**src/hdl/wkt_pkg.sv**
```systemverilog
// package: constants, register map and carriers of the wake-up timer
package wkt_pkg;
   // -----------------------------------------------------------
   // register offsets
   // -----------------------------------------------------------
   localparam logic [7:0] OFF_CFG = 8'h00;
   localparam logic [7:0] OFF_EXP = 8'h01;
   localparam logic [7:0] OFF_MANT_HI = 8'h02;
   localparam logic [7:0] OFF_MANT_LO = 8'h03;
   localparam logic [7:0] OFF_DUTY = 8'h04;
   localparam logic [7:0] OFF_TOP_IE = 8'h05;
   localparam logic [7:0] OFF_CHIP_IE = 8'h06;
   localparam logic [7:0] OFF_CLK_CFG = 8'h07;
   localparam logic [7:0] OFF_GPIO_MODE = 8'h08;
   localparam logic [7:0] OFF_IRQ_MODE = 8'h09;
   localparam logic [7:0] OFF_TX_CTL = 8'h0A;
   localparam logic [7:0] OFF_BATT_TH = 8'h0B;
   localparam logic [7:0] OFF_STATUS = 8'h0C;
   localparam logic [7:0] OFF_STATE = 8'h0D;
   // -----------------------------------------------------------
   // field positions and codes
   // -----------------------------------------------------------
   localparam int STS_TIMER = 0;
   localparam int STS_PKT = 1;
   localparam int STS_BATT = 2;
   localparam int STS_CAL = 3;
   localparam int TOP_CHIP = 0;
   localparam int TOP_PKT = 1;
   localparam int CHIP_TIMER = 0;
   localparam int CHIP_BATT = 1;
   localparam logic [1:0] DUTY_OFF = 2'h0;
   localparam logic [1:0] DUTY_TX = 2'h2;
   localparam logic [2:0] SRC_RC = 3'h0;
   localparam logic [2:0] SRC_XTAL = 3'h1;
   localparam logic [5:0] GPIO_MODE_TIMER = 6'h0E;
   localparam logic [5:0] IRQ_MODE_TIMER = 6'h27;
   // -----------------------------------------------------------
   // reset values and timing
   // -----------------------------------------------------------
   localparam logic [7:0] RST_REG = 8'h00;
   localparam logic [6:0] RST_TRIM = 7'h40;
   localparam logic [33:0] UNIT_BASE = 34'h4;
   localparam logic [22:0] CAL_BASE_TICKS = 23'h8000;
   localparam logic [5:0] CAL_RC_TICKS = 6'h20;
   localparam int XO_HZ = 30000000;
   localparam int SLOW_HZ = 32768;
   localparam logic [15:0] CAL_XO_EXPECT =
      16'((64'(XO_HZ) * 64'(CAL_RC_TICKS)) / 64'(SLOW_HZ));
   // -----------------------------------------------------------
   // carriers
   // -----------------------------------------------------------
   typedef struct packed {
      logic [2:0] recalibration_interval;
      logic cal_enable;
      logic [1:0] duty_cycle_mode_select;
      logic battery_check_per_interval_enable;
      logic wake_timer_enable;
   } wkt_cfg_type;
   typedef struct packed {
      logic [1:0] spare;
      logic post_expiry_state_select;
      logic [4:0] period_exponent;
   } wkt_exp_type;
   typedef enum {PS_READY, PS_SLEEP, PS_TX} wkt_pstate_type;
   typedef enum {CAL_IDLE, CAL_XO_WAIT, CAL_MEASURE} wkt_cal_type;
endpackage

```
**src/hdl/wkt_timer.sv**
```systemverilog
// wake-up timer with low duty cycle transmit and RC recalibration
`timescale 1ns/1ps
// Operation
// - wake counter clocked by RC or crystal 32 kHz tick, per source select
// - timer counts programmed period in sleep when enabled before sleep entry
// - expiry asserts interrupt pin only if timer interrupt enabled
// - wake period is mantissa times 4 times 2^exponent slow ticks
// - RC calibrated on power-up command and on leaving shutdown
// - periodic recalibration at selected interval when calibration enabled
// - calibration starts 30 MHz crystal, compares RC, adjusts RC trim
// - duty mode field 0 disables, 2 selects transmit low duty cycle
// - mantissa from high and low bytes, five-bit exponent property
// - after expiry go ready when state select 0, sleep when 1
// - chip status interrupts reach pin only with chip status enable set
// - expiry shown on gpio at mode 14 and irq pin at mode 39
// - transmit start field 1 begins transmission on timer expiry
// - duty period is multiplier times 4 times 2^exponent slow ticks
// - duty mode wakes transmitter each period to send buffered packet
// - packet sent in duty mode drives interrupt pin low when enabled, except at irq mode 39
// - after duty mode transmit return at once to timer state
// - battery compared to threshold each expiry, 1.5 V plus 50 mV steps
module wkt_timer (
   input wire logic core_clk,
   input wire logic rst_n,
   input wire logic [7:0] addr,
   input wire logic [7:0] wdata,
   input wire logic wr_stb,
   input wire logic rd_stb,
   output logic [7:0] rdata,
   input wire logic rc_tick,
   input wire logic xtal32_tick,
   input wire logic xo_tick,
   input wire logic xo_ready,
   input wire logic sleep_req,
   input wire logic power_up_cmd,
   input wire logic shutdown_exit,
   input wire logic packet_sent,
   input wire logic battery_done,
   input wire logic battery_low,
   output logic xo_start,
   output logic [6:0] rc_trim,
   output logic battery_measure,
   output logic [7:0] battery_threshold,
   output logic tx_start,
   output logic [1:0] power_state,
   output logic interrupt_request_pin_n,
   output logic general_pin
);
   // -----------------------------------------------------------
   // registers
   // -----------------------------------------------------------
   wkt_pkg::wkt_cfg_type cfg_r;
   wkt_pkg::wkt_exp_type exp_r;
   logic [7:0] mant_hi_r, mant_lo_r, duty_r, top_ie_r, chip_ie_r;
   logic [2:0] clk_sel_r;
   logic [5:0] gpio_mode_r, irq_mode_r;
   logic tx_on_expiry_r;
   logic [7:0] batt_th_r;
   logic [3:0] status_r;
   logic [7:0] rdata_r;
   logic [15:0] period_mantissa;
   logic [33:0] unit_len;
   logic [33:0] pre_r;
   logic [15:0] wake_cnt_r, duty_cnt_r;
   logic armed_r;
   logic slow_tick, unit_end, wake_exp, duty_exp, duty_mode;
   wkt_pkg::wkt_pstate_type ps_r;
   wkt_pkg::wkt_cal_type cal_r;
   logic [22:0] cal_tmr_r;
   logic [5:0] cal_rc_r;
   logic [15:0] cal_xo_r;
   logic cal_req, cal_done;
   logic [6:0] trim_r;
   logic tx_start_r, batt_meas_r;
   logic status_rd;

   assign period_mantissa = {mant_hi_r, mant_lo_r};
   assign duty_mode = (cfg_r.duty_cycle_mode_select == wkt_pkg::DUTY_TX);

   // -----------------------------------------------------------
   // register port
   // -----------------------------------------------------------
   always_ff @(posedge core_clk) begin
      if (!rst_n) begin
         cfg_r <= wkt_pkg::wkt_cfg_type'(wkt_pkg::RST_REG);
         exp_r <= wkt_pkg::wkt_exp_type'(wkt_pkg::RST_REG);
         mant_hi_r <= wkt_pkg::RST_REG;
         mant_lo_r <= wkt_pkg::RST_REG;
         duty_r <= wkt_pkg::RST_REG;
         top_ie_r <= wkt_pkg::RST_REG;
         chip_ie_r <= wkt_pkg::RST_REG;
         clk_sel_r <= wkt_pkg::SRC_RC;
         gpio_mode_r <= 6'h00;
         irq_mode_r <= 6'h00;
         tx_on_expiry_r <= 1'b0;
         batt_th_r <= wkt_pkg::RST_REG;
      end else if (wr_stb) begin
         case (addr)
            wkt_pkg::OFF_CFG: cfg_r <= wkt_pkg::wkt_cfg_type'(wdata);
            wkt_pkg::OFF_EXP: exp_r <= wkt_pkg::wkt_exp_type'({2'h0, wdata[5:0]});
            wkt_pkg::OFF_MANT_HI: mant_hi_r <= wdata;
            wkt_pkg::OFF_MANT_LO: mant_lo_r <= wdata;
            wkt_pkg::OFF_DUTY: duty_r <= wdata;
            wkt_pkg::OFF_TOP_IE: top_ie_r <= {6'h00, wdata[1:0]};
            wkt_pkg::OFF_CHIP_IE: chip_ie_r <= {6'h00, wdata[1:0]};
            wkt_pkg::OFF_CLK_CFG: clk_sel_r <= wdata[2:0];
            wkt_pkg::OFF_GPIO_MODE: gpio_mode_r <= wdata[5:0];
            wkt_pkg::OFF_IRQ_MODE: irq_mode_r <= wdata[5:0];
            wkt_pkg::OFF_TX_CTL: tx_on_expiry_r <= wdata[0];
            wkt_pkg::OFF_BATT_TH: batt_th_r <= wdata;
            default: ;
         endcase
      end
   end

   assign status_rd = rd_stb && (addr == wkt_pkg::OFF_STATUS);

   always_ff @(posedge core_clk) begin
      if (!rst_n) begin
         rdata_r <= 8'h00;
      end else if (rd_stb) begin
         case (addr)
            wkt_pkg::OFF_CFG: rdata_r <= cfg_r;
            wkt_pkg::OFF_EXP: rdata_r <= exp_r;
            wkt_pkg::OFF_MANT_HI: rdata_r <= mant_hi_r;
            wkt_pkg::OFF_MANT_LO: rdata_r <= mant_lo_r;
            wkt_pkg::OFF_DUTY: rdata_r <= duty_r;
            wkt_pkg::OFF_TOP_IE: rdata_r <= top_ie_r;
            wkt_pkg::OFF_CHIP_IE: rdata_r <= chip_ie_r;
            wkt_pkg::OFF_CLK_CFG: rdata_r <= {5'h00, clk_sel_r};
            wkt_pkg::OFF_GPIO_MODE: rdata_r <= {2'h0, gpio_mode_r};
            wkt_pkg::OFF_IRQ_MODE: rdata_r <= {2'h0, irq_mode_r};
            wkt_pkg::OFF_TX_CTL: rdata_r <= {7'h00, tx_on_expiry_r};
            wkt_pkg::OFF_BATT_TH: rdata_r <= batt_th_r;
            wkt_pkg::OFF_STATUS: rdata_r <= {4'h0, status_r};
            wkt_pkg::OFF_STATE: rdata_r <= {armed_r, trim_r};
            default: rdata_r <= 8'h00;
         endcase
      end else begin
         rdata_r <= 8'h00;
      end
   end

   // -----------------------------------------------------------
   // slow clock and period counters
   // -----------------------------------------------------------
   assign slow_tick = (clk_sel_r == wkt_pkg::SRC_XTAL) ? xtal32_tick : rc_tick;
   assign unit_len = wkt_pkg::UNIT_BASE << exp_r.period_exponent;
   assign unit_end = armed_r && slow_tick && (pre_r == unit_len - 34'h1);
   assign wake_exp = unit_end && (period_mantissa != 16'h0000) &&
                     (wake_cnt_r == period_mantissa - 16'h1);
   assign duty_exp = unit_end && duty_mode && (duty_r != 8'h00) &&
                     (duty_cnt_r == {8'h00, duty_r} - 16'h1);

   // armed at sleep entry, held while enabled
   always_ff @(posedge core_clk) begin
      if (!rst_n) begin
         armed_r <= 1'b0;
      end else if (!cfg_r.wake_timer_enable) begin
         armed_r <= 1'b0;
      end else if (sleep_req) begin
         armed_r <= 1'b1;
      end
   end

   always_ff @(posedge core_clk) begin
      if (!rst_n || !armed_r) begin
         pre_r <= 34'h0;
         wake_cnt_r <= 16'h0000;
         duty_cnt_r <= 16'h0000;
      end else if (slow_tick) begin
         pre_r <= unit_end ? 34'h0 : pre_r + 34'h1;
         if (unit_end) begin
            wake_cnt_r <= wake_exp ? 16'h0000 : wake_cnt_r + 16'h1;
            duty_cnt_r <= duty_exp ? 16'h0000 : duty_cnt_r + 16'h1;
         end
      end
   end

   // -----------------------------------------------------------
   // power state sequencing
   // -----------------------------------------------------------
   always_ff @(posedge core_clk) begin
      if (!rst_n) begin
         ps_r <= wkt_pkg::PS_READY;
         tx_start_r <= 1'b0;
      end else begin
         tx_start_r <= 1'b0;
         case (ps_r)
            wkt_pkg::PS_READY: begin
               if (sleep_req) begin
                  ps_r <= wkt_pkg::PS_SLEEP;
               end
            end
            wkt_pkg::PS_SLEEP: begin
               if (duty_exp || (wake_exp && tx_on_expiry_r)) begin
                  ps_r <= wkt_pkg::PS_TX;
                  tx_start_r <= 1'b1;
               end else if (wake_exp && !exp_r.post_expiry_state_select) begin
                  ps_r <= wkt_pkg::PS_READY;
               end
            end
            wkt_pkg::PS_TX: begin
               if (packet_sent) begin
                  ps_r <= duty_mode ? wkt_pkg::PS_SLEEP : wkt_pkg::PS_READY;
               end
            end
            default: ps_r <= wkt_pkg::PS_READY;
         endcase
      end
   end

   // -----------------------------------------------------------
   // battery check per interval
   // -----------------------------------------------------------
   always_ff @(posedge core_clk) begin
      if (!rst_n) begin
         batt_meas_r <= 1'b0;
      end else begin
         batt_meas_r <= wake_exp && cfg_r.battery_check_per_interval_enable;
      end
   end

   // -----------------------------------------------------------
   // RC calibration against the 30 MHz crystal
   // -----------------------------------------------------------
   assign cal_req = power_up_cmd || shutdown_exit ||
                    (cfg_r.cal_enable && slow_tick &&
                     (cal_tmr_r == (wkt_pkg::CAL_BASE_TICKS << cfg_r.recalibration_interval)
                      - 23'h1));
   assign cal_done = (cal_r == wkt_pkg::CAL_MEASURE) && rc_tick &&
                     (cal_rc_r == wkt_pkg::CAL_RC_TICKS - 6'h1);

   always_ff @(posedge core_clk) begin
      if (!rst_n || !cfg_r.cal_enable || cal_req) begin
         cal_tmr_r <= 23'h0;
      end else if (slow_tick) begin
         cal_tmr_r <= cal_tmr_r + 23'h1;
      end
   end

   always_ff @(posedge core_clk) begin
      if (!rst_n) begin
         cal_r <= wkt_pkg::CAL_IDLE;
         cal_rc_r <= 6'h00;
         cal_xo_r <= 16'h0000;
      end else begin
         case (cal_r)
            wkt_pkg::CAL_IDLE: begin
               if (cal_req) begin
                  cal_r <= wkt_pkg::CAL_XO_WAIT;
               end
            end
            wkt_pkg::CAL_XO_WAIT: begin
               cal_rc_r <= 6'h00;
               cal_xo_r <= 16'h0000;
               if (xo_ready && rc_tick) begin
                  cal_r <= wkt_pkg::CAL_MEASURE;
               end
            end
            wkt_pkg::CAL_MEASURE: begin
               if (rc_tick) begin
                  cal_rc_r <= cal_rc_r + 6'h01;
               end
               if (xo_tick && cal_xo_r != 16'hFFFF) begin
                  cal_xo_r <= cal_xo_r + 16'h0001;
               end
               if (cal_done) begin
                  cal_r <= wkt_pkg::CAL_IDLE;
               end
            end
            default: cal_r <= wkt_pkg::CAL_IDLE;
         endcase
      end
   end

   // more crystal edges per window means the RC runs slow
   always_ff @(posedge core_clk) begin
      if (!rst_n) begin
         trim_r <= wkt_pkg::RST_TRIM;
      end else if (cal_done) begin
         if (cal_xo_r > wkt_pkg::CAL_XO_EXPECT && trim_r != 7'h7F) begin
            trim_r <= trim_r + 7'h01;
         end else if (cal_xo_r < wkt_pkg::CAL_XO_EXPECT && trim_r != 7'h00) begin
            trim_r <= trim_r - 7'h01;
         end
      end
   end

   // -----------------------------------------------------------
   // interrupt status and pins
   // -----------------------------------------------------------
   // set wins over the clear-on-read
   always_ff @(posedge core_clk) begin
      if (!rst_n) begin
         status_r <= 4'h0;
      end else begin
         status_r[wkt_pkg::STS_TIMER] <= wake_exp ||
            (status_r[wkt_pkg::STS_TIMER] && !status_rd);
         status_r[wkt_pkg::STS_PKT] <= (packet_sent && duty_mode && ps_r == wkt_pkg::PS_TX) ||
            (status_r[wkt_pkg::STS_PKT] && !status_rd);
         status_r[wkt_pkg::STS_BATT] <= (battery_done && battery_low) ||
            (status_r[wkt_pkg::STS_BATT] && !status_rd);
         status_r[wkt_pkg::STS_CAL] <= cal_done ||
            (status_r[wkt_pkg::STS_CAL] && !status_rd);
      end
   end

   logic chip_irq, pkt_irq, irq_level, gpio_level;
   assign chip_irq = top_ie_r[wkt_pkg::TOP_CHIP] &&
      ((status_r[wkt_pkg::STS_TIMER] && chip_ie_r[wkt_pkg::CHIP_TIMER]) ||
       (status_r[wkt_pkg::STS_BATT] && chip_ie_r[wkt_pkg::CHIP_BATT]));
   assign pkt_irq = top_ie_r[wkt_pkg::TOP_PKT] && status_r[wkt_pkg::STS_PKT];
   assign irq_level = (irq_mode_r == wkt_pkg::IRQ_MODE_TIMER) ?
      (top_ie_r[wkt_pkg::TOP_CHIP] && chip_ie_r[wkt_pkg::CHIP_TIMER] &&
       status_r[wkt_pkg::STS_TIMER]) : (chip_irq || pkt_irq);
   assign gpio_level = (gpio_mode_r == wkt_pkg::GPIO_MODE_TIMER) &&
                       status_r[wkt_pkg::STS_TIMER];

   always_ff @(posedge core_clk) begin
      if (!rst_n) begin
         interrupt_request_pin_n <= 1'b1;
         general_pin <= 1'b0;
      end else begin
         interrupt_request_pin_n <= !irq_level;
         general_pin <= gpio_level;
      end
   end
   assign rdata = rdata_r;
   assign xo_start = (cal_r != wkt_pkg::CAL_IDLE);
   assign rc_trim = trim_r;
   assign battery_measure = batt_meas_r;
   assign battery_threshold = batt_th_r;
   assign tx_start = tx_start_r;
   assign power_state = (ps_r == wkt_pkg::PS_TX) ? 2'h2 :
                        (ps_r == wkt_pkg::PS_SLEEP) ? 2'h1 : 2'h0;
endmodule

```
**config.mk**
```make
export PLATFORM = sky130hd
export DESIGN_NAME = wkt_timer
export DESIGN_NICKNAME = d
export VERILOG_FILES = /design/src/hdl/wkt_pkg.sv /design/src/hdl/wkt_timer.sv
export SDC_FILE = /design/constraint.sdc
export NUM_CORES = 1
export LEC_CHECK = 0
export ABC_AREA = 1
export BUFFER_PORTS_ARGS = -buffer_cell sky130_fd_sc_hd__buf_2
export CAP_MARGIN = 20
export CORE_UTILIZATION = 49
export DETAILED_ROUTE_END_ITERATION = 12
export GPL_ROUTABILITY_DRIVEN = 0
export PLACE_DENSITY = 0.67
export SETUP_SLACK_MARGIN = 0.2
export SYNTH_ARGS = -nofsm -noshare
export SYNTH_HDL_FRONTEND = slang
export SYNTH_SLANG_ARGS = --single-unit
```
**constraint.sdc**
```tcl
create_clock -name core_clk -period 7.75 [get_ports core_clk]
set_clock_uncertainty 0.2 [all_clocks]
set_input_delay 0.3875 -clock core_clk [delete_from_list [all_inputs] [get_ports core_clk]]
set_output_delay 0.3875 -clock core_clk [all_outputs]
set_load 0.005 [all_outputs]
```
==> impl_metrics.yaml <==
outcome:
  outcome: "completed"
place:
  place_area_um2: 13600
  dp_hpwl_um: 28300
  port_buffers: 59
timing:
  setup_violations: 0
  post-route-min-period_ps: 4330
  fmax_mhz: 231
  hold_viol_final: 0
  slew_viol_final: 0
  worstMarginPinSlew_ps: 960
  fin_tns_setup_ps: 0
  rsz0062_at_grt: "false"
  period_share: 0.558
  max_slew_margin: 0.359
pwr:
  peakVddDrop_mv: 0.169
  p_per_area_nw_per_um2: 164
  p_leak_uw: 0.00609
  p_total_uw: 2400
clocking:
  h-tree-depth: 1
  numCtsBuffers: 25
  cts_sinks: 205
  holdBufCountCts: 10
  cts_resized: 0
  cts-root-buf: "clkbuf_16"
  post-cts-setup-buffers: 0
  clock_latency_ps: 550
  cts_tree: "yes"
  clkTransAtPathRegs_ps: 70
  cts_buffer_depth: 3
synthesis:
  synth_edf_count: 0
  synth_area_leaders: "dfxtp_1 31%, nand2_1 11%, inv_1 8.5%"
  ys_seq_area_frac: 0.313
  synth_cells: 2003
  avgSynthCellArea_um2: 6.55
  synth_top_area_cell: "dfxtp_1"
  synth_top_area_frac: 0.313
  syn_area_um2: 13100
  ys_types: 59
  synthFlopType: "dfxtp_1"
  synthTopCellsByCount: "382 x nand2_1, 298 x inv_1, 235 x nor2_1, 205 x dfxtp_1, 146 x nand3_1"
  ys_warn_count: 0
  synth_seq_cells: 205
  syn_nets: 2050
  async_flop_share: 0
  yosysMostFrequentCell: "nand2_1"
grt:
  track_usage: 0.267
  grt_max_degree: 77
  overflow: 0
  antenna_found_initial: 0
  grt_pass1_vias: 12100
  grt_first_pass_wirelength_um: 60800
floorplan:
  fp-row-count: 59
  initial_core_util: 0.502
  fp.coreArea_um2: 26100
  dieArea_um2: 27400
  num_io_pins: 60
  die_h_um: 166
  die_w_um: 166
worst_hold_path:
  worstHoldPathType: "in2reg"
  hp-start: "wdata[5]"
  min_path_cells: 3
detailed_routing:
  drc: 0
  drtIter0Drc: 895
  vias: 13200
  post_drt_wl_per_cell_um: 15.4
  via_per_inst: 5.49
  drt-total-wl_um: 37100
  ant_nets: 0
  drtPass1Iterations: 6
worst_setup_path:
  arrival_ps: 4520
  required_ps: 7940
  worstSetupPathType: "reg2reg"
  r2r_start: "exp_r[4]$_SDFFE_PN0P_"
  r2r_cells: 18
  critPathMaxFanout: 24
  endpoint_kind: "flip-flop"
  cp-start-kind: "flip-flop"
  timing.critical_path.from: "exp_r[4]$_SDFFE_PN0P_"
  rrSetupSlack_ps: 3420
finish:
  drive_gt1_frac: 0.0863
  nNetsFinal: 2102
  final_area_um2: 14600
  area_growth_pct: 11.3
  n_antenna_cell: 0
job:
  maxCapViolCount: 0
==> stage by stage <==
step,std cells,hold slack (ps),utilization,setup WS (ps)
6_report,2408,44.5,0.559,3420
5_1_grt,2408,39.7,0.559,3020
4_1_cts,2407,22.5,0.558,3490
3_5_place_dp,2352,234,0.521,3520
3_3_place_gp,2352,226,0.521,3610
2_1_floorplan,2003,197,-,4410
==> registers in the layout (all words and copies together) (netlist names), 8 cells and up <==
register / count
pre_r: 34
wake_cnt_r: 16
rdata: 8
cal_tmr_r: 23
mant_hi_r: 8
duty_cnt_r: 16
cfg_r: 8
cal_xo_r: 16
mant_lo_r: 8
battery_threshold: 8
duty_r: 8
==> worst paths after layout <==
check | end
setup / recovery | wake_cnt_r[11]$_SDFFE_PP0P_
hold / removal | mant_hi_r[5]$_SDFFE_PN0P_
hold reg to reg | general_pin$_SDFF_PN0_
setup reg to reg | wake_cnt_r[11]$_SDFFE_PP0P_
==> final cells by class <==
cell class                 instances  area, um^2
timing repair buffer              75         460
sequential                       205        4100
multi-input combinational       1436        7570
clock inverter                    11         180
fill                            2628       11500
clock buffer                      34         699
inverter                         312        1180
tap                              335         419
==> power breakdown <==
part | leakage, uW | internal (uW) | switching [uW]
Combinational | 0.00402 | 27.5 | 60.3
Sequential | 0.00165 | 1060 | 2.20
Clock | 0.000417 | 768 | 485
==> cells by family after synthesis <==
group	after synthesis	share of synthesized area
AO/OA/AOI/OAI	332	0.143
XOR/XNOR	92	0.0614
adder cells (fa/ha/maj)	17	0.0168
buffers and inverters	362	0.111
flip-flops	205	0.313
AND/OR/NAND/NOR	995	0.356
==> critical path: stages, from the launching register on <==
cell and delay (ps):
dfxtp_1 890, inv_2 400, nand4_2 240, ha_1 220
nand2_1 110, nor2_4 170, nand2_2 110, nand2_1 100
nand2_1 60, nand2_1 100, nand2_1 60, nor2_1 80
nand2_1 60, nor3_1 270, nand3_1 150, nor2_2 430
inv_1 330, nand2_1 130, a21oi_1 70
==> placed cells by master (no fill, tap or decap), drive strengths merged, types with 8 or more instances in the layout <==
master / n
dfxtp: 205
buf: 65
dlygate4sd3: 10
nand3b: 9
xnor2: 24
o22ai: 23
ha: 16
clkbuf: 34
nand2: 390
or2: 8
a211oi: 9
a21oi: 138
a221oi: 9
o211ai: 11
inv: 312
nor2: 261
nor4: 24
o21ai: 108
nand3: 152
nor3: 60
nor3b: 9
nand4: 77
xor2: 68
==> layer usage <==
| metal | share of wire | track usage |
|---|---|---|
| met5 | 0 | 0 |
| met4 | 0.033 | 0.0943 |
| met3 | 0.069 | 0.0461 |
| met2 | 0.44 | 0.428 |
| met1 | 0.46 | 0.362 |
No activity file was read; power rests on OpenSTA's default activity.
